===== src/pkg/ccr_pkg.sv =====
//
// Purpose: shared constants and types for the comparator reference control bank
// Assumes: AHB-Lite slave, 32-bit data, one aligned word per register
// Notes:   printed offsets are not all multiples of four, so they are indexes
//
package ccr_pkg;

	// ********************************************************************
	// register map
	// ********************************************************************
	localparam logic [7:0]  IDX_REF_A_SEL  = 8'h9B;
	localparam logic [7:0]  IDX_REF_B_SEL  = 8'h9C;
	localparam logic [7:0]  IDX_CMP_CTRL   = 8'h9D;
	localparam logic [7:0]  IDX_IRQ_STATUS = 8'hA0;
	localparam logic [7:0]  IDX_IRQ_CLEAR  = 8'hA1;
	localparam logic [7:0]  IDX_IRQ_ENABLE = 8'hA2;
	localparam logic [7:0]  IDX_IRQ_GATES  = 8'hA3;

	// ********************************************************************
	// field positions and reset values
	// ********************************************************************
	localparam int          BIT_A_POL      = 0;
	localparam int          BIT_A_PIN_EN   = 1;
	localparam int          BIT_A_RESULT   = 2;
	localparam int          BIT_B_POL      = 4;
	localparam int          BIT_B_PIN_EN   = 5;
	localparam int          BIT_B_RESULT   = 6;
	localparam logic [7:0]  CTRL_WR_MASK   = 8'h33;
	localparam int          FINE_MSB       = 2;
	localparam int          COARSE_LSB     = 3;
	localparam logic [7:0]  RST_REF_SEL    = 8'h00;
	localparam logic [7:0]  RST_CMP_CTRL   = 8'h00;
	localparam logic [2:0]  RST_IRQ        = 3'h0;
	localparam int          IRQ_BIT_LEVEL  = 0;
	localparam int          IRQ_BIT_A_EDGE = 1;
	localparam int          IRQ_BIT_B_EDGE = 2;

	// ********************************************************************
	// carriers
	// ********************************************************************
	typedef struct packed {
		logic [4:0] coarse;
		logic [2:0] fine;
	} ccr_ref_sel_t;

	typedef struct packed {
		logic       ref_a_en;
		logic       cmp_a_en;
		logic       ref_b_en;
		logic       cmp_b_en;
	} ccr_pin_en_t;

endpackage : ccr_pkg


===== src/ccr_top.sv =====
//
// Purpose: register bank for two comparators and their programmable references
// Assumes: comparator results and enables are synchronous to hclk
// Notes:   analog ladders and decode tables live outside this block
//          hsize is ignored, every access is taken as a whole word
//          irq needs both gate bits set as well as an enabled status bit
//
`timescale 1ns/100ps

// Overview of operation
// - control bit 5 routes comparator B result and reference B to their pins, else port D.
// - control bit 1 routes comparator A result and reference A to their pins, else port C.
// - control bit 4 is a writable polarity choosing the active level of comparator B.
// - reference A select is an 8-bit writable register at index 9Bh, reset to zero.
// - reference B select is an 8-bit writable register at index 9Ch, reset to zero.
// - result bits 6 and 2 show the live comparator outputs and ignore writes.
// - the comparator flag holds while either result xor its polarity is one, not gated by enables.
// - select bits 7:3 pick the coarse tap and bits 2:0 the fine subdivision.
module ccr_top (
	input  wire logic                 hclk,
	input  wire logic                 hresetn,
	input  wire logic                 hsel,
	input  wire logic [31:0]          haddr,
	input  wire logic [1:0]           htrans,
	input  wire logic                 hwrite,
	input  wire logic [2:0]           hsize,
	input  wire logic [31:0]          hwdata,
	input  wire logic                 hready,
	output logic      [31:0]          hrdata,
	output logic                      hreadyout,
	output logic                      hresp,
	input  wire logic                 comp_a_result,
	input  wire logic                 comp_b_result,
	output ccr_pkg::ccr_ref_sel_t     ref_a_sel,
	output ccr_pkg::ccr_ref_sel_t     ref_b_sel,
	output ccr_pkg::ccr_pin_en_t      pin_en,
	output logic                      comp_a_out_pin,
	output logic                      comp_b_out_pin,
	output logic                      comparator_irq_flag,
	output logic                      irq
);
	import ccr_pkg::*;

	// ********************************************************************
	// bus slave state
	// ********************************************************************
	logic         wr_pend_q, wr_pend_d;
	logic [7:0]   wr_idx_q,  wr_idx_d;
	logic [31:0]  rdata_q,   rdata_d;
	logic         ready_q,   ready_d;
	logic         resp_q,    resp_d;
	logic [7:0]   idx;
	logic         take;
	logic         wr_ref_a,  wr_ref_b,  wr_ctrl;
	logic         wr_clear,  wr_enable, wr_gates;

	// ********************************************************************
	// register state
	// ********************************************************************
	logic [7:0]   ref_a_q,   ref_a_d;
	logic [7:0]   ref_b_q,   ref_b_d;
	logic [7:0]   ctrl_q,    ctrl_d;
	logic [7:0]   ctrl_view;

	// ********************************************************************
	// per comparator state, index 0 is A and index 1 is B
	// ********************************************************************
	wire  [1:0]   result;
	wire  [1:0]   polarity;
	wire  [1:0]   active;
	wire  [1:0]   rise;
	wire  [1:0]   res_d;
	logic [1:0]   res_q;

	// ********************************************************************
	// interrupt state
	// ********************************************************************
	logic [2:0]   ista_q,    ista_d;
	logic [2:0]   ien_q,     ien_d;
	logic [1:0]   gates_q,   gates_d;
	logic [2:0]   events;
	logic         level;

	// ********************************************************************
	// output state
	// ********************************************************************
	ccr_ref_sel_t ref_a_sel_d, ref_b_sel_d;
	ccr_pin_en_t  pin_en_d;
	logic         comp_a_pin_d, comp_b_pin_d;
	logic         flag_d,    irq_d;

	// ********************************************************************
	// bus slave: zero wait states, always okay
	// ********************************************************************
	// word index from byte address
	assign idx  = haddr[9:2];
	assign take = hsel && hready && htrans[1];

	// address phase capture and read data
	always_comb begin
		wr_pend_d = 1'b0;
		wr_idx_d  = wr_idx_q;
		rdata_d   = rdata_q;
		ready_d   = 1'b1;                                      // no wait states
		resp_d    = 1'b0;                                      // always okay
		if (take) begin
			wr_pend_d = hwrite;
			wr_idx_d  = idx;
			rdata_d   = '0;
			if (!hwrite) begin
				case (idx)
					IDX_REF_A_SEL:  rdata_d[7:0] = ref_a_q;
					IDX_REF_B_SEL:  rdata_d[7:0] = ref_b_q;
					IDX_CMP_CTRL:   rdata_d[7:0] = ctrl_view;
					IDX_IRQ_STATUS: rdata_d[2:0] = ista_q;
					IDX_IRQ_ENABLE: rdata_d[2:0] = ien_q;
					IDX_IRQ_GATES:  rdata_d[1:0] = gates_q;
					default:        rdata_d      = '0;
				endcase
			end
		end
	end

	// bus registers
	always_ff @(posedge hclk or negedge hresetn) begin
		if (!hresetn) begin
			wr_pend_q <= 1'b0;
			wr_idx_q  <= '0;
			rdata_q   <= '0;
			ready_q   <= 1'b1;
			resp_q    <= 1'b0;
		end else begin
			wr_pend_q <= wr_pend_d;
			wr_idx_q  <= wr_idx_d;
			rdata_q   <= rdata_d;
			ready_q   <= ready_d;
			resp_q    <= resp_d;
		end
	end

	// bus answer straight from flops
	assign hrdata    = rdata_q;
	assign hreadyout = ready_q;
	assign hresp     = resp_q;

	// write strobes in the data phase
	always_comb begin
		wr_ref_a  = 1'b0;
		wr_ref_b  = 1'b0;
		wr_ctrl   = 1'b0;
		wr_clear  = 1'b0;
		wr_enable = 1'b0;
		wr_gates  = 1'b0;
		if (wr_pend_q) begin
			case (wr_idx_q)
				IDX_REF_A_SEL:  wr_ref_a  = 1'b1;
				IDX_REF_B_SEL:  wr_ref_b  = 1'b1;
				IDX_CMP_CTRL:   wr_ctrl   = 1'b1;
				IDX_IRQ_CLEAR:  wr_clear  = 1'b1;
				IDX_IRQ_ENABLE: wr_enable = 1'b1;
				IDX_IRQ_GATES:  wr_gates  = 1'b1;
				default:        ;
			endcase
		end
	end

	// ********************************************************************
	// comparator channels
	// ********************************************************************
	// comparator inputs gathered per channel
	assign result   = {comp_b_result, comp_a_result};
	assign polarity = {ctrl_q[BIT_B_POL], ctrl_q[BIT_A_POL]};

	// active level, rising edge and history per comparator
	for (genvar ch = 0; ch < 2; ch++) begin : g_chan
		assign active[ch] = result[ch] ^ polarity[ch];
		assign rise[ch]   = result[ch] & ~res_q[ch];
		assign res_d[ch]  = result[ch];
	end

	// result history for edge detection, idle low
	always_ff @(posedge hclk or negedge hresetn) begin
		if (!hresetn) begin
			res_q <= '0;
		end else begin
			res_q <= res_d;
		end
	end

	// ********************************************************************
	// control and reference registers
	// ********************************************************************
	// live control view: results live, unimplemented bits zero
	always_comb begin
		ctrl_view                = ctrl_q & CTRL_WR_MASK;
		ctrl_view[BIT_A_RESULT]  = comp_a_result;
		ctrl_view[BIT_B_RESULT]  = comp_b_result;
	end

	// next register values
	always_comb begin
		ref_a_d = ref_a_q;
		ref_b_d = ref_b_q;
		ctrl_d  = ctrl_q;
		if (wr_ref_a) begin
			ref_a_d = hwdata[7:0];
		end
		if (wr_ref_b) begin
			ref_b_d = hwdata[7:0];
		end
		if (wr_ctrl) begin
			ctrl_d = hwdata[7:0] & CTRL_WR_MASK;
		end
	end

	// register state
	always_ff @(posedge hclk or negedge hresetn) begin
		if (!hresetn) begin
			ref_a_q <= RST_REF_SEL;
			ref_b_q <= RST_REF_SEL;
			ctrl_q  <= RST_CMP_CTRL;
		end else begin
			ref_a_q <= ref_a_d;
			ref_b_q <= ref_b_d;
			ctrl_q  <= ctrl_d;
		end
	end

	// ********************************************************************
	// interrupt status, enable and gates
	// ********************************************************************
	// events, clear and enable writes
	always_comb begin
		level                  = |active;
		events                 = '0;
		events[IRQ_BIT_LEVEL]  = level;
		events[IRQ_BIT_A_EDGE] = rise[0];
		events[IRQ_BIT_B_EDGE] = rise[1];
		ista_d                 = ista_q;
		ien_d                  = ien_q;
		gates_d                = gates_q;
		if (wr_clear) begin
			ista_d = ista_q & ~hwdata[2:0];
		end
		if (wr_enable) begin
			ien_d = hwdata[2:0];
		end
		if (wr_gates) begin
			gates_d = hwdata[1:0];
		end
		// set wins over clear
		ista_d = ista_d | events;
	end

	// interrupt state
	always_ff @(posedge hclk or negedge hresetn) begin
		if (!hresetn) begin
			ista_q  <= RST_IRQ;
			ien_q   <= RST_IRQ;
			gates_q <= '0;
		end else begin
			ista_q  <= ista_d;
			ien_q   <= ien_d;
			gates_q <= gates_d;
		end
	end

	// ********************************************************************
	// registered outputs
	// ********************************************************************
	// next output values, following the registers' next values
	always_comb begin
		ref_a_sel_d.coarse = ref_a_d[7:COARSE_LSB];
		ref_a_sel_d.fine   = ref_a_d[FINE_MSB:0];
		ref_b_sel_d.coarse = ref_b_d[7:COARSE_LSB];
		ref_b_sel_d.fine   = ref_b_d[FINE_MSB:0];
		pin_en_d.ref_a_en  = ctrl_d[BIT_A_PIN_EN];
		pin_en_d.cmp_a_en  = ctrl_d[BIT_A_PIN_EN];
		pin_en_d.ref_b_en  = ctrl_d[BIT_B_PIN_EN];
		pin_en_d.cmp_b_en  = ctrl_d[BIT_B_PIN_EN];
		comp_a_pin_d       = result[0];
		comp_b_pin_d       = result[1];
		flag_d             = level;
		irq_d              = (|(ista_d & ien_d)) & (&gates_d);
	end

	// output flops
	always_ff @(posedge hclk or negedge hresetn) begin
		if (!hresetn) begin
			ref_a_sel           <= '0;
			ref_b_sel           <= '0;
			pin_en              <= '0;
			comp_a_out_pin      <= 1'b0;
			comp_b_out_pin      <= 1'b0;
			comparator_irq_flag <= 1'b0;
			irq                 <= 1'b0;
		end else begin
			ref_a_sel           <= ref_a_sel_d;
			ref_b_sel           <= ref_b_sel_d;
			pin_en              <= pin_en_d;
			comp_a_out_pin      <= comp_a_pin_d;
			comp_b_out_pin      <= comp_b_pin_d;
			comparator_irq_flag <= flag_d;
			irq                 <= irq_d;
		end
	end

endmodule : ccr_top


===== config.mk =====
export PLATFORM = sky130hd
export DESIGN_NAME = ccr_top
export DESIGN_NICKNAME = d
export VERILOG_FILES = /design/src/pkg/ccr_pkg.sv /design/src/ccr_top.sv
export SDC_FILE = /design/constraint.sdc
export NUM_CORES = 1
export LEC_CHECK = 0
export ABC_AREA = 1
export ABC_CLOCK_PERIOD_IN_PS = 1400
export BUFFER_PORTS_ARGS = -buffer_cell sky130_fd_sc_hd__clkbuf_2
export CORE_MARGIN = 5
export CORE_UTILIZATION = 30
export DETAILED_ROUTE_END_ITERATION = 8
export PLACE_DENSITY_LB_ADDON = 0.1
export SLEW_MARGIN = 20
export SYNTH_ARGS = -nofsm -noshare
export SYNTH_HDL_FRONTEND = slang
export SYNTH_SLANG_ARGS = --single-unit

===== constraint.sdc =====
create_clock -name hclk -period 1.4 [get_ports hclk]
set_clock_uncertainty 0.15 [all_clocks]
set_input_delay 0.21 -clock hclk [delete_from_list [all_inputs] [get_ports hclk]]
set_output_delay 0.21 -clock hclk [all_outputs]
set_load 0.005 [all_outputs]

==> metrics.yaml <==
run_status:
  status: "finished, violations left"
  violations: "negative setup slack"
timing:
  fin_crit_sh_pct: 112.2
  rsz0062_at_grt: "yes"
  slew_viol_final: 0
  tns_ns: -2.766
  setup_slack_ns: -0.1710
  hold_ws_ns: 0.004960
  fmax_ghz: 0.6366
  hold_viol_final: 0
  finalSetupViolations: 21
  period_minus_slack_ns: 1.571
worst_setup_path:
  crit_slowest_cell: "dfrtp_1"
  cp-end-kind: "flip-flop"
  crit_family: "buffers and inverters"
  start_kind: "flip-flop"
  critPathMaxFanout: 8
  critPathKind: "reg -> reg"
  cp_num_buf_inv: 3
  critPathRequiredTime_ns: 1.45
  crit_chain: "buf_6 -> nor3_4 -> buf_6 -> nand2_8 -> buf_12 -> nand2_2 -> o21ai_2"
  cpPeakStageDelay_ns: 0.41
  reg2reg_slack_ns: -0.17
  critPathArrivalTime_ns: 1.62
  crit_path_frequent_cell: "buf_6"
layout:
  area_delta_synth_final_pct: 42.39
  post-route-util_pct: 44.31
  drive_gt1_share_pct: 41.04
  stdcell_area_mm2: 0.003677
  n_antenna_cell: 0
  nNetsFinal: 499
  fillers: 853
route:
  antenna_left: 0
  drt_iter0_markers: 77
  avgViaCountPerCell: 4.412
  num_vias: 2334
  drcViolationCount: 0
  firstDrtPassIters: 4
  wl_per_cell_um: 13.98
  wirelength_um: 7394
placement:
  port_buffers: 55
  post-dp-hpwl_um: 5411
  pre_cts_ws_ns: -0.1673
  gp_congestion: 0.7756
  dpl_cell_area_mm2: 0.003163
global_routing:
  grt_max_degree: 50
  antenna_found_initial: 0
  grt_usage_pct: 13.88
  grt_pass1_wl_um: 11280
  global_route.usage.met1_pct: 20.68
  grt_pass1_vias: 2179
  grt.overflow.total: 0
  grt_util_met2_pct: 21.00
  busiest_layer: "met2"
  use_met3_pct: 3.045
clock_tree:
  cts_max_level: 2
  clock_latency_ns: 0.30
  cts_sinks: 49
  cts_tree: "yes"
  path_clk_slew_ns: 0.09
  clock-root-buffer: "clkbuf_8"
  cts.path.max_buffers: 2
  cts_buffers: 5
logic_synthesis:
  synthTopCellsByCount: "nand2_1 (98), dfrtp_1 (49), nand3_1 (35)"
  synth-seq-area-share_pct: 47.48
  avgSynthCellArea_um2: 8.045
  ys_seq_elements: 49
  syn_area_mm2: 0.002582
  synthArstFlopShare_pct: 100.0
  synth_top_cell_by_area: "dfrtp_1"
  ys.flop_type: "dfrtp_1"
  synth_edf_count: 0
  synthCells: 321
  synthTopCellsByArea: "dfrtp_1 (47%), nand2_1 (14%), buf_4 (9.0%)"
  synth.most_common_cell: "nand2_1"
  synth_top_area_share_pct: 47.48
  synth_cell_type_count: 24
  yosys_warnings: 0
worst_hold_path:
  hp-class: "in -> reg"
power_and_ir_drop:
  power.density_mw_per_mm2: 858.5
  irDropWorstVdd_uv: 537.2
  p_leak_nw: 1.937
die:
  placeableCoreArea_mm2: 0.008299
  dieHeight_um: 102.8
  die_w_um: 102.8
  start_util_pct: 31.12
  io_pins: 134
  fp-row-count: 33
  dieArea_mm2: 0.01056
job:
  max_cap_viol_count: 0
[logic make-up after synthesis]
logic type / Yosys count / synth area share [%]
AOI/OAI and AO/OA: 30 / 6.105
other: 2 / 0.2908
DFF: 49 / 47.48
buffers and inverters: 69 / 14.63
xor gates and xnor gates: 1 / 0.3392
and+or+nand+nor: 170 / 31.15
[cells in the final DEF (no fill, tap or decap), types with 4 or more instances in the layout]
cell type,n
inv_1,27
dfrtp_1,48
nor2_4,5
nand2_4,5
conb_1,26
dlygate4sd3_1,6
inv_2,6
nor2_2,4
buf_4,34
buf_12,5
nor2_1,5
o21ai_1,12
o21ai_2,11
nand4_1,9
clkbuf_8,6
o21ai_0,7
nand3_1,32
buf_6,4
nand2_1,74
nand2_2,21
clkbuf_2,55
nor3_4,5
[what timing repair did]
action,in CTS,in global routing
hold buffers,6,0
pin swaps,6,9
resized for setup,19,41
setup endpoints to repair,22,27
hold endpoints to repair,56,0
cloned,1,1
setup buffers,5,4
[power breakdown]
part / internal, W / switching, W
Combinational: 0.000253 / 0.000315
Clock: 0.000581 / 0.000487
Sequential: 0.00147 / 0.0000488
[cell type report]
type                    instances  area, µm²  area share (%)
clock buffers                   6      82.58           2.246
clock inverters                 2      37.54           1.021
inverters                      34      127.6           3.471
multi-input cells             227       1282           34.88
flip-flops and latches         49       1227           33.38
well taps                     105      131.4           3.573
repair buffers                106      788.3           21.44
[sequential cells by signal, indices dropped and copies added, names as in the netlist]
signal	flops
hrdata	8
wr_idx_q	8
ref_a_sel	6
ref_b_sel	6
ctrl_q	4
ien_q	3
ista_q	3
gates_q	2
ref_a_q	2
ref_b_q	2
comp_b_out_pin	1
comparator_irq_flag	1
irq	1
res_q	1
wr_pend_q	1
[metrics by stage]
stage          total power (W)  cells
2_1_floorplan         0.001789    345
3_3_place_gp          0.001984    506
3_5_place_dp          0.001987    506
4_1_cts               0.003106    525
5_1_grt               0.003309    529
6_report              0.003157    529
[routing by layer]
layer,vias to the layer above,wire [µm]
met1,1091,3585
met3,4,439
li1,1178,-
met2,61,3338
met5,-,0
met4,0,31
[final timing paths]
check	end	startpoint	cells past startpoint
setup / recovery	ref_a_sel[0]	wr_idx_q[5]	7
hold / removal	comp_b_out_pin	comp_b_result	2
setup reg to reg	ref_a_sel[0]	wr_idx_q[5]	7
hold reg to reg	hrdata[3]	hrdata[3]	2
max in group asynchronous	wr_pend_q	hresetn	3
min in group asynchronous	irq	hresetn	3
Note: power is estimated with default switching activity, not from simulation.
